$ cat src/acb_pkg.sv
// constants and carrier types for the add/and/branch execute block
// assumes a single aclk domain and an axi4-lite master on the register side
`default_nettype none
package acb_pkg;

  // widths
  localparam int PC_W     = 21;
  localparam int DADDR_W  = 12;
  localparam int AXI_AW   = 8;

  // axi4-lite register byte offsets
  localparam logic [AXI_AW-1:0] OFS_CTRL    = 8'h00;
  localparam logic [AXI_AW-1:0] OFS_STATUS  = 8'h04;
  localparam logic [AXI_AW-1:0] OFS_ACC     = 8'h08;
  localparam logic [AXI_AW-1:0] OFS_BANK    = 8'h0c;
  localparam logic [AXI_AW-1:0] OFS_PC      = 8'h10;
  localparam logic [AXI_AW-1:0] OFS_RETIRED = 8'h14;

  // field positions
  localparam int CTRL_RUN_BIT = 0;

  // axi response codes
  localparam logic [1:0] RESP_OKAY   = 2'h0;
  localparam logic [1:0] RESP_SLVERR = 2'h2;

  // reset values
  localparam logic             RST_RUN  = 1'h1;
  localparam logic [7:0]       RST_ACC  = 8'h00;
  localparam logic [3:0]       RST_BANK = 4'h0;
  localparam logic [PC_W-1:0]  RST_PC   = 21'h000000;

  // opcode patterns
  localparam logic [7:0] OPC_ADD_LIT  = 8'h0f;
  localparam logic [7:0] OPC_AND_LIT  = 8'h0b;
  localparam logic [7:0] OPC_BR_CARRY = 8'he2;
  localparam logic [5:0] OPC_ADD_FILE = 6'h09;
  localparam logic [5:0] OPC_ADD_CARRY = 6'h08;
  localparam logic [5:0] OPC_AND_FILE = 6'h05;

  // instruction field positions
  localparam int DEST_BIT   = 9;
  localparam int ACCESS_BIT = 8;

  // fixed access bank: low half in bank lo, high half in bank hi
  localparam logic [3:0] ACCESS_LO_BANK = 4'h0;
  localparam logic [3:0] ACCESS_HI_BANK = 4'hf;

  // program counter step per instruction word, in bytes
  localparam logic [PC_W-1:0] PC_STEP = 21'h000002;

  // arithmetic flags; bit order is the status register layout
  typedef struct packed {
    logic n;
    logic ov;
    logic z;
    logic dc;
    logic c;
  } acb_flags_t;

  // request toward the data register file
  typedef struct packed {
    logic [DADDR_W-1:0] addr;
    logic               wr_en;
    logic [7:0]         wr_data;
  } acb_df_req_t;

  // quarter phases of one instruction cycle, gray along the loop
  typedef enum logic [1:0] {
    PH_Q1 = 2'b00,
    PH_Q2 = 2'b01,
    PH_Q3 = 2'b11,
    PH_Q4 = 2'b10
  } acb_phase_t;

endpackage : acb_pkg
`default_nettype wire
$ cat src/acb_alu.sv
// 8-bit adder/and unit with status flag generation
// assumes purely combinational use from the execute core
`timescale 1ns/10ps
`default_nettype none
module acb_alu
  import acb_pkg::*;
(
  // operands
  input  wire logic [7:0] a,
  input  wire logic [7:0] b,
  input  wire logic       cin,
  input  wire logic       op_and,
  // results
  output logic      [7:0] result,
  output acb_flags_t      flags,
  output acb_flags_t      upd
);

  logic [8:0] sum9;
  logic [4:0] low5;

  always_comb begin
    sum9   = {1'b0, a} + {1'b0, b} + {8'h00, cin};
    low5   = {1'b0, a[3:0]} + {1'b0, b[3:0]} + {4'h0, cin};
    result = op_and ? (a & b) : sum9[7:0];
    flags.c  = sum9[8];
    flags.dc = low5[4];
    flags.z  = (result == 8'h00);
    flags.n  = result[7];
    flags.ov = (a[7] == b[7]) && (sum9[7] != a[7]);
    // logic ops touch only negative and zero
    upd = op_and ? 5'b10100 : 5'b11111;
  end

endmodule : acb_alu
`default_nettype wire

$ cat src/acb_core.sv
// execute core for add, and, add-with-carry and branch-on-carry
// assumes fetch and data file logic on aclk, axi4-lite master on aclk
`timescale 1ns/10ps
`default_nettype none
module acb_core
  import acb_pkg::*;
(
  // clock, reset, enable
  input  wire logic               aclk,
  input  wire logic               aresetn,
  input  wire logic               clk_en,
  // fetch path
  input  wire logic               instr_valid,
  input  wire logic [15:0]        instr_word,
  output logic                    instr_ready,
  output logic      [PC_W-1:0]    pc,
  // data register file
  output acb_df_req_t             df_req,
  input  wire logic [7:0]         df_rd_data,
  // axi4-lite write address
  input  wire logic               s_axi_awvalid,
  output logic                    s_axi_awready,
  input  wire logic [AXI_AW-1:0]  s_axi_awaddr,
  input  wire logic [2:0]         s_axi_awprot,
  // axi4-lite write data
  input  wire logic               s_axi_wvalid,
  output logic                    s_axi_wready,
  input  wire logic [31:0]        s_axi_wdata,
  input  wire logic [3:0]         s_axi_wstrb,
  // axi4-lite write response
  output logic                    s_axi_bvalid,
  input  wire logic               s_axi_bready,
  output logic      [1:0]         s_axi_bresp,
  // axi4-lite read address
  input  wire logic               s_axi_arvalid,
  output logic                    s_axi_arready,
  input  wire logic [AXI_AW-1:0]  s_axi_araddr,
  input  wire logic [2:0]         s_axi_arprot,
  // axi4-lite read data
  output logic                    s_axi_rvalid,
  input  wire logic               s_axi_rready,
  output logic      [31:0]        s_axi_rdata,
  output logic      [1:0]         s_axi_rresp
);

  typedef struct packed {
    acb_phase_t         phase;
    logic               idle_cyc;
    logic               take;
    logic [15:0]        ir;
    logic [7:0]         opnd;
    logic [7:0]         acc;
    acb_flags_t         flags;
    logic [3:0]         bank;
    logic [PC_W-1:0]    pc;
    logic               run;
    logic [31:0]        retired;
    acb_df_req_t        df;
    logic               aw_held;
    logic [AXI_AW-1:0]  aw_addr;
    logic               w_held;
    logic [31:0]        w_data;
    logic [3:0]         w_strb;
    logic               bvalid;
    logic [1:0]         bresp;
    logic               rvalid;
    logic [31:0]        rdata;
    logic [1:0]         rresp;
  } acb_core_state_t;

  localparam acb_core_state_t RST_STATE = '{
    phase:    PH_Q1,
    idle_cyc: 1'b0,
    take:     1'b0,
    ir:       16'h0000,
    opnd:     8'h00,
    acc:      RST_ACC,
    flags:    5'h00,
    bank:     RST_BANK,
    pc:       RST_PC,
    run:      RST_RUN,
    retired:  32'h00000000,
    df:       '0,
    aw_held:  1'b0,
    aw_addr:  8'h00,
    w_held:   1'b0,
    w_data:   32'h00000000,
    w_strb:   4'h0,
    bvalid:   1'b0,
    bresp:    RESP_OKAY,
    rvalid:   1'b0,
    rdata:    32'h00000000,
    rresp:    RESP_OKAY
  };

  acb_core_state_t q;
  acb_core_state_t d;

  // decode of the instruction held for the current cycle
  logic       is_add_lit;
  logic       is_and_lit;
  logic       is_add_file;
  logic       is_add_carry;
  logic       is_and_file;
  logic       is_br_carry;
  logic       is_file_op;
  logic       is_lit_op;
  logic       alu_and;
  logic [7:0] alu_res;
  acb_flags_t alu_flags;
  acb_flags_t alu_upd;

  always_comb begin
    is_add_lit   = (q.ir[15:8] == OPC_ADD_LIT);
    is_and_lit   = (q.ir[15:8] == OPC_AND_LIT);
    is_br_carry  = (q.ir[15:8] == OPC_BR_CARRY);
    is_add_file  = (q.ir[15:10] == OPC_ADD_FILE);
    is_add_carry = (q.ir[15:10] == OPC_ADD_CARRY);
    is_and_file  = (q.ir[15:10] == OPC_AND_FILE);
    is_file_op   = is_add_file | is_add_carry | is_and_file;
    is_lit_op    = is_add_lit | is_and_lit;
    alu_and      = is_and_lit | is_and_file;
  end

  acb_alu u_alu (
    .a      (q.acc),
    .b      (q.opnd),
    .cin    (is_add_carry & q.flags.c),
    .op_and (alu_and),
    .result (alu_res),
    .flags  (alu_flags),
    .upd    (alu_upd)
  );

  // data address: access bank override or bank select register
  function automatic logic [DADDR_W-1:0] data_addr(
    input logic [15:0] iw,
    input logic [3:0]  bsel
  );
    logic [3:0] hi;
    hi = bsel;
    if (!iw[ACCESS_BIT]) begin
      hi = iw[7] ? ACCESS_HI_BANK : ACCESS_LO_BANK;
    end
    return {hi, iw[7:0]};
  endfunction : data_addr

  // byte-lane merge for partial axi writes
  function automatic logic [31:0] merge(
    input logic [31:0] old_v,
    input logic [31:0] new_v,
    input logic [3:0]  strb
  );
    logic [31:0] r;
    r = old_v;
    for (int i = 0; i < 4; i++) begin
      if (strb[i]) begin
        r[8*i +: 8] = new_v[8*i +: 8];
      end
    end
    return r;
  endfunction : merge

  logic [PC_W-1:0] br_target;
  logic [31:0]     wv;
  logic            accept;

  always_comb begin
    d         = q;
    d.df.wr_en = 1'b0;
    wv        = 32'h00000000;
    accept    = (q.phase == PH_Q1) && !q.idle_cyc && q.run && instr_valid;
    br_target = q.pc + {{(PC_W-9){q.ir[7]}}, q.ir[7:0], 1'b0};

    // axi write: address and data taken in either order
    if (s_axi_awvalid && s_axi_awready) begin
      d.aw_held = 1'b1;
      d.aw_addr = s_axi_awaddr;
    end
    if (s_axi_wvalid && s_axi_wready) begin
      d.w_held = 1'b1;
      d.w_data = s_axi_wdata;
      d.w_strb = s_axi_wstrb;
    end
    if (q.aw_held && q.w_held && !q.bvalid) begin
      d.aw_held = 1'b0;
      d.w_held  = 1'b0;
      d.bvalid  = 1'b1;
      d.bresp   = RESP_OKAY;
      unique case (q.aw_addr)
        OFS_CTRL: begin
          wv    = merge({31'h0, q.run}, q.w_data, q.w_strb);
          d.run = wv[CTRL_RUN_BIT];
        end
        OFS_STATUS: begin
          wv      = merge({27'h0, q.flags}, q.w_data, q.w_strb);
          d.flags = wv[4:0];
        end
        OFS_ACC: begin
          wv    = merge({24'h0, q.acc}, q.w_data, q.w_strb);
          d.acc = wv[7:0];
        end
        OFS_BANK: begin
          wv     = merge({28'h0, q.bank}, q.w_data, q.w_strb);
          d.bank = wv[3:0];
        end
        OFS_PC: begin
          wv   = merge({11'h0, q.pc}, q.w_data, q.w_strb);
          d.pc = wv[PC_W-1:0];
        end
        OFS_RETIRED: ;
        default: d.bresp = RESP_SLVERR;
      endcase
    end
    if (q.bvalid && s_axi_bready) begin
      d.bvalid = 1'b0;
    end

    // axi read: one outstanding, data registered
    if (s_axi_arvalid && s_axi_arready) begin
      d.rvalid = 1'b1;
      d.rresp  = RESP_OKAY;
      unique case (s_axi_araddr)
        OFS_CTRL:    d.rdata = {31'h0, q.run};
        OFS_STATUS:  d.rdata = {27'h0, q.flags};
        OFS_ACC:     d.rdata = {24'h0, q.acc};
        OFS_BANK:    d.rdata = {28'h0, q.bank};
        OFS_PC:      d.rdata = {11'h0, q.pc};
        OFS_RETIRED: d.rdata = q.retired;
        default: begin
          d.rdata = 32'h00000000;
          d.rresp = RESP_SLVERR;
        end
      endcase
    end else if (q.rvalid && s_axi_rready) begin
      d.rvalid = 1'b0;
    end

    // execute: later assignments win over software writes in one cycle
    unique case (q.phase)
      PH_Q1: begin
        if (q.idle_cyc) begin
          d.phase = PH_Q2;
        end else if (accept) begin
          d.ir      = instr_word;
          d.pc      = q.pc + PC_STEP;
          d.df.addr = data_addr(instr_word, q.bank);
          d.phase   = PH_Q2;
        end
      end
      PH_Q2: begin
        if (!q.idle_cyc) begin
          // literal ops read the immediate, file ops the register
          d.opnd = is_lit_op ? q.ir[7:0] : df_rd_data;
        end
        d.phase = PH_Q3;
      end
      PH_Q3: begin
        d.take = 1'b0;
        if (!q.idle_cyc) begin
          if (is_lit_op) begin
            d.acc = alu_res;
          end
          if (is_file_op) begin
            if (q.ir[DEST_BIT]) begin
              d.df.wr_en   = 1'b1;
              d.df.wr_data = alu_res;
            end else begin
              d.acc = alu_res;
            end
          end
          if (is_lit_op || is_file_op) begin
            for (int i = 0; i < 5; i++) begin
              if (alu_upd[i]) begin
                d.flags[i] = alu_flags[i];
              end
            end
          end
          if (is_br_carry && q.flags.c) begin
            d.take = 1'b1;
            d.pc   = br_target;
          end
        end
        d.phase = PH_Q4;
      end
      PH_Q4: begin
        d.phase    = PH_Q1;
        d.take     = 1'b0;
        // a taken branch owes one whole idle cycle
        d.idle_cyc = q.take && !q.idle_cyc;
        if (!q.idle_cyc) begin
          d.retired = q.retired + 32'h00000001;
        end
      end
    endcase
  end

  always_ff @(posedge aclk) begin
    if (!aresetn) begin
      q <= RST_STATE;
    end else if (clk_en) begin
      q <= d;
    end
  end

  // outputs
  assign instr_ready   = (q.phase == PH_Q1) && !q.idle_cyc && q.run;
  assign pc            = q.pc;
  assign df_req        = q.df;
  assign s_axi_awready = !q.aw_held;
  assign s_axi_wready  = !q.w_held;
  assign s_axi_bvalid  = q.bvalid;
  assign s_axi_bresp   = q.bresp;
  assign s_axi_arready = !q.rvalid;
  assign s_axi_rvalid  = q.rvalid;
  assign s_axi_rdata   = q.rdata;
  assign s_axi_rresp   = q.rresp;

endmodule : acb_core
`default_nettype wire

$ cat config.mk
export PLATFORM = sky130hd
export DESIGN_NAME = acb_core
export DESIGN_NICKNAME = d
export VERILOG_FILES = /design/src/acb_pkg.sv /design/src/acb_alu.sv /design/src/acb_core.sv
export SDC_FILE = /design/constraint.sdc
export NUM_CORES = 1
export LEC_CHECK = 0
export ABC_AREA = 1
export CELL_PAD_IN_SITES_DETAIL_PLACEMENT = 1
export CELL_PAD_IN_SITES_GLOBAL_PLACEMENT = 1
export CORE_MARGIN = 4
export CORE_UTILIZATION = 41
export CTS_CLUSTER_DIAMETER = 120
export DETAILED_ROUTE_END_ITERATION = 8
export DONT_BUFFER_PORTS = 1
export GPL_ROUTABILITY_DRIVEN = 0
export PLACE_DENSITY_LB_ADDON = 0.1
export RECOVER_POWER = 25
export SKIP_CTS_REPAIR_TIMING = 1
export SLEW_MARGIN = 20
export SYNTH_ARGS = -nofsm -noshare
export SYNTH_HDL_FRONTEND = slang
export SYNTH_SLANG_ARGS = --single-unit
$ cat constraint.sdc
create_clock -name aclk -period 2.3 [get_ports aclk]
set_input_delay 0.46 -clock aclk [delete_from_list [all_inputs] [get_ports aclk]]
set_output_delay 0.46 -clock aclk [all_outputs]
set_load 0.05 [all_outputs]
# Word-level counts from Yosys, hierarchy flattened
# Cells that the tools add are included.
dict set report word_totals {
  ff_bits 204
  elab_cells 166
}
dict set report op_classes {
  n_addsub 7
  n_eq_ne 22
  bitwise 7
  n_mux 55
  n_reduce_logical 47
}
# cell count
set op_table {}
lappend op_table {{$pmux 32 s6} 1}
lappend op_table {{$mux 21} 5}
lappend op_table {{$mux 8} 9}
lappend op_table {{$eq 8x4->1 const B} 6}
lappend op_table {{$mux 9} 5}
lappend op_table {{$pmux 21 s2} 1}
lappend op_table {{$mux 39} 1}
lappend op_table {{$mux 37} 1}
lappend op_table {{$add 32x1->32 const B} 1}
lappend op_table {{$eq 8x5->1 const B} 4}
lappend op_table {{$mux 13} 2}
lappend op_table {{$logic_not 8->1} 3}
lappend op_table {{$reduce_and 2->1} 11}
lappend op_table {{$add 21x2->21 const B} 1}
lappend op_table {{$add 21x21->21} 1}
lappend op_table {{$mux 4} 5}
lappend op_table {{$mux 5} 4}
lappend op_table {{$eq 8x3->1 const B} 2}
lappend op_table {{$mux 1} 14}
lappend op_table {{$logic_and 1x1->1} 13}
lappend op_table {{$eq 6x4->1 const B} 2}
lappend op_table {{$reduce_and 4->1} 3}
lappend op_table {{$reduce_or 6->1} 2}
lappend op_table {{$reduce_bool 2->1} 5}
lappend op_table {{24 further kinds} 36}

# Longest topological paths before layout
dict set report logic_depth {
  ltp_word 9
  mapped_depth 16
}

# Cells and area by module
# From an unflattened synthesis, not the netlist that was laid out.
dict set report hier_totals {
  cells_unflattened 1772
  area_unflattened_um2 11567.3
}
# module area_each_um2 seq_area_each_um2 cells_per_inst instances
set by_module_without_submodules {}
lappend by_module_without_submodules {acb_core 10933.0 3643.5 1664 1}
lappend by_module_without_submodules {acb_alu 634.4 0.0 108 1}

# Worst setup path before layout
# No wires, ideal clock.
dict set report synth_timing {
  path_kind {register to register}
  from {register q[202] (netlist bit)}
  to {register q, in the netlist pc[16]}
  period_less_slack_ns 2.438
  slack_ns -0.138
  arrival_ns 2.321
  t_required_ns 2.183
  path_stages_with_launch 13
  setup_time_ns 0.117
  path_cell_list {dfxtp_1 > inv_1 > ha_1 > nand2_1 > nor2_1 > nand2_2 > nand2_1 > nand3_2 > buf_2 > o211ai_1 > nand2_1 > a21oi_1 > nor2_1}
}
dict set report synth_via {
  elab_chain_cells 7
}
# element line_no
set synth_rtl {}
lappend synth_rtl {{from (decl)} acb_core.sv:96} ;# acb_core_state_t q;
lappend synth_rtl {{from (signal assigned)} acb_core.sv:300} ;# q <= RST_STATE;
lappend synth_rtl {{from (signal assigned)} acb_core.sv:302} ;# q <= d;
lappend synth_rtl {{$logic_not 2->1} -}
lappend synth_rtl {{$logic_and 1x1->1 (2 in series)} -}
lappend synth_rtl {{via instr_ready} acb_core.sv:15} ;# output logic instr_ready,
lappend synth_rtl {{$logic_and 1x1->1} acb_core.sv:172} ;# accept = (q.phase == PH_Q1) && !q.idle_cyc && q.run && instr_valid;
lappend synth_rtl {{$mux 21} acb_core.sv:244} ;# end else if (accept) begin
lappend synth_rtl {{$mux 21} acb_core.sv:242} ;# if (q.idle_cyc) begin
lappend synth_rtl {{$pmux 21 s2} acb_core.sv:240} ;# unique case (q.phase)
# The timed path passes the listed nets, and every way through them passes these cells.
# A chain may end at the register's enable or synchronous reset.

# Final worst setup path
dict set report layout_timing {
  from {register q[203] (netlist bit)}
  to {register q[133] (netlist bit)}
}
dict set report layout_via {
  elab_chain_cells 2
}
# element line_no
set layout_rtl {}
lappend layout_rtl {{$eq 2x2->1} acb_core.sv:240}
lappend layout_rtl {{$reduce_and 3->1 (no line)} -}
# Every way passes these cells.

==> flow_summary.toml <==
[critical_path]
critical_path_required_ns = 2.65
path_cells = "ha_4 -> nand2_2 -> nor2_1 -> nand3_4 -> nor2_4 -> nand2_2 -> nor2_4 -> nand2_4 -> nor2_4 -> nand2_4 -> nor2_4 -> nand3_1 -> nand2_1 -> nor2_1"
critPathKind = "flop to flop"
cp_max_fo = 4
path_common_cell = "nor2_4"
reg2reg_depth = 14
crit_arrival_ns = 2.63
reg2reg_from = "q[203]"
start_kind = "flop"
critPathCaptureType = "flop"
critPathMaxStageDelay_ns = 0.42
r2r_slack_ns = 0.02
critPathSlowestCell = "dfxtp_1"
r2r-end = "q[133]"

[timing]
fin_crit_sh = 0.992
tightest_slew_ns = 1.04
fmax_ghz = 0.438
slew_headroom = 0.306
finalCriticalPeriod_ns = 2.28
clock_skew_ns = 0.0162
fin_hold_ws_ns = 0.124
fin_ws_ns = 0.0187
finalSetupTns_ns = 0
finalSetupViolations = 0
hold_viol = 0
rsz0062_at_grt = "true"
report.final.slew_viol_count = 0

[clock_tree]
cts_tree = "yes"
cts.reportedPaths.clkPinSlew_ns = 0.08
cts_buffer_depth = 2
htreeDepth = 4
cts.sink_count = 182
cts_buffers = 17
clkLatencyLatePin_ns = 0.45
cts_root_buffer = "clkbuf_16"

[synth]
synth_top_cell_area_share = 0.319
yosys-top-cells-count = "435 x nand2_1, 206 x inv_1, 182 x dfxtp_1"
postSynthCellCount = 1783
synthArstFlopShare = 0
ys_types = 44
yosys.area.top_type = "dfxtp_1"
synth-seq-area-share = 0.319
syn_area_per_cell_um2 = 6.41
syn_area_mm2 = 0.0114
yosysMostFrequentCell = "nand2_1"
synth-edff-count = 0
ys.flop_type = "dfxtp_1"
ys_ff_latch = 182
synth_area_leaders = "dfxtp_1 32%, nand2_1 14%, inv_1 6.8%, o21ai_0 6.7%, a21oi_1 6.6%"
yosysWarnings = 0

[hold_path]
worstHoldPathCells = 1
hp-start = "clk_en"
holdPathEnd = "q[167]"
min_path_type = "primary input to flop"

[detailed_routing]
drt_iter0_markers = 729
routed_wl_um = 41100
antenna_left = 0
num_vias = 11800
post_drt_wl_per_cell_um = 19.0
drt_pass1_iterations = 5
drc = 0
via_per_inst = 5.46

[placed_design]
place_hpwl_um = 31200
port_buffers = 0
pre_cts_ws_ns = -0.0647
dp_cells = 2126
placed_cell_area_mm2 = 0.0119

[global_route]
grt_pass1_wl_um = 64500
grt_usage = 0.263
antenna_found_initial = 0
grt_pass1_vias = 11900
grt_start_max_net_pins = 118
grt-ovfl-total = 0

[layout]
fillCellCount = 3693
fin_util = 0.467
area_delta_synth_final_pct = 11.0
drive_gt1_frac = 0.122
antennaDiodeCount = 0
finalNetCount = 1903
finalInstanceArea_mm2 = 0.0127
stdcell_count = 2161

[die]
die_w_um = 175
placementRows = 60
io_pins = 175
core_mm2 = 0.0272
initial_core_util = 0.421
die-area_mm2 = 0.0306
die_height_um = 175

[run]
maxCapViolations = 0

[power_and_ir_drop]
peakVddDrop_uv = 364
p_leak_nw = 5.35
power_density_mw_per_mm2 = 636
total_power_mw = 8.07

[run_status]
status = "complete, no violations"
cells by family (layout without fill, tap and decap cells):
logic type               count (synthesis)  after routing  share of synthesized area
AO/OA/AOI/OAI                          391            391                      0.186
XOR/XNOR                                11             11                    0.00843
adder cells (fa/ha/maj)                 36             36                     0.0414
buffers and inverters                  352            357                      0.142
flip-flops                             182            182                      0.319
other                                    1              2                   0.000328
AND/OR/NAND/NOR                        810            810                      0.303
sequential cells by signal, summed over array words and instances, names as in the netlist:
| name | cells |
|---|---|
| pc | 21 |
| s_axi_rvalid | 1 |
| s_axi_bresp | 1 |
| s_axi_rresp | 1 |
| s_axi_bvalid | 1 |
| s_axi_rdata | 32 |
| q | 112 |
| df_req | 13 |
where the power goes:
group / total (mW) / internal, mW / switching [mW]
Sequential: 3.48 / 3.29 / 0.193
Combinational: 1.52 / 0.464 / 1.06
Clock: 3.07 / 1.47 / 1.59
worst max-delay path by stage:
| stage | endpoint | slack, ns | cells past startpoint | from |
|---|---|---|---|---|
| 4_1_cts | q[165] | -0.10 | 16 | q[195] |
| 2_1_floorplan | q[165] | 0.11 | 16 | q[195] |
| 3_5_place_dp | q[165] | -0.06 | 16 | q[196] |
| 3_3_place_gp | q[165] | -0.01 | 16 | q[196] |
| 6_report | q[133] | 0.02 | 14 | q[203] |
| 5_1_grt | q[165] | -0.15 | 16 | q[195] |
routing by layer:
metal,vias to the layer above,track usage,wire length (um)
met5,-,0,0
met4,0,0.0992,1500
met3,77,0.0426,1840
met2,272,0.453,19700
met1,5669,0.331,18000
li1,5772,-,-
critical path, delay by kind of cell, from the launching register on:
| kind | cells | cell delay [ns] |
|---|---|---|
| and+or+nand+nor | 13 | 1.60 |
| adders and majority gates | 1 | 0.17 |
| DFF | 1 | 0.42 |
layout by cell type (no fill, tap or decap), types with 8 or more instances in the layout:
cell / synthesis / routed
nand2_1: 435 / 421
o22ai_1: 12 / 12
a31oi_1: 15 / 15
inv_1: 206 / 202
dfxtp_1: 182 / 175
nor3_1: 30 / 29
buf_4: 78 / 94
nor2_2: 9 / 14
ha_1: 33 / 28
o21ai_1: 10 / 14
nand3_1: 105 / 100
clkbuf_16: 0 / 17
o211ai_1: 28 / 28
a22oi_1: 10 / 10
nor2_4: 5 / 8
a21oi_1: 150 / 147
nor2_1: 169 / 161
nand4_1: 30 / 31
clkbuf_1: 44 / 11
o21ai_0: 153 / 149
inv_2: 8 / 12
nand2_2: 6 / 18
area by class of cell:
cell class	instances	area, um^2	area share
timing repair buffer	109	836	0.0658
inverter	216	811	0.0639
clock buffer	19	433	0.0341
multi-input combinational	1250	6340	0.500
tap	372	465	0.0367
sequential	182	3650	0.288
clock inverter	13	153	0.0120
Note: power is estimated with default switching activity, not from simulation.
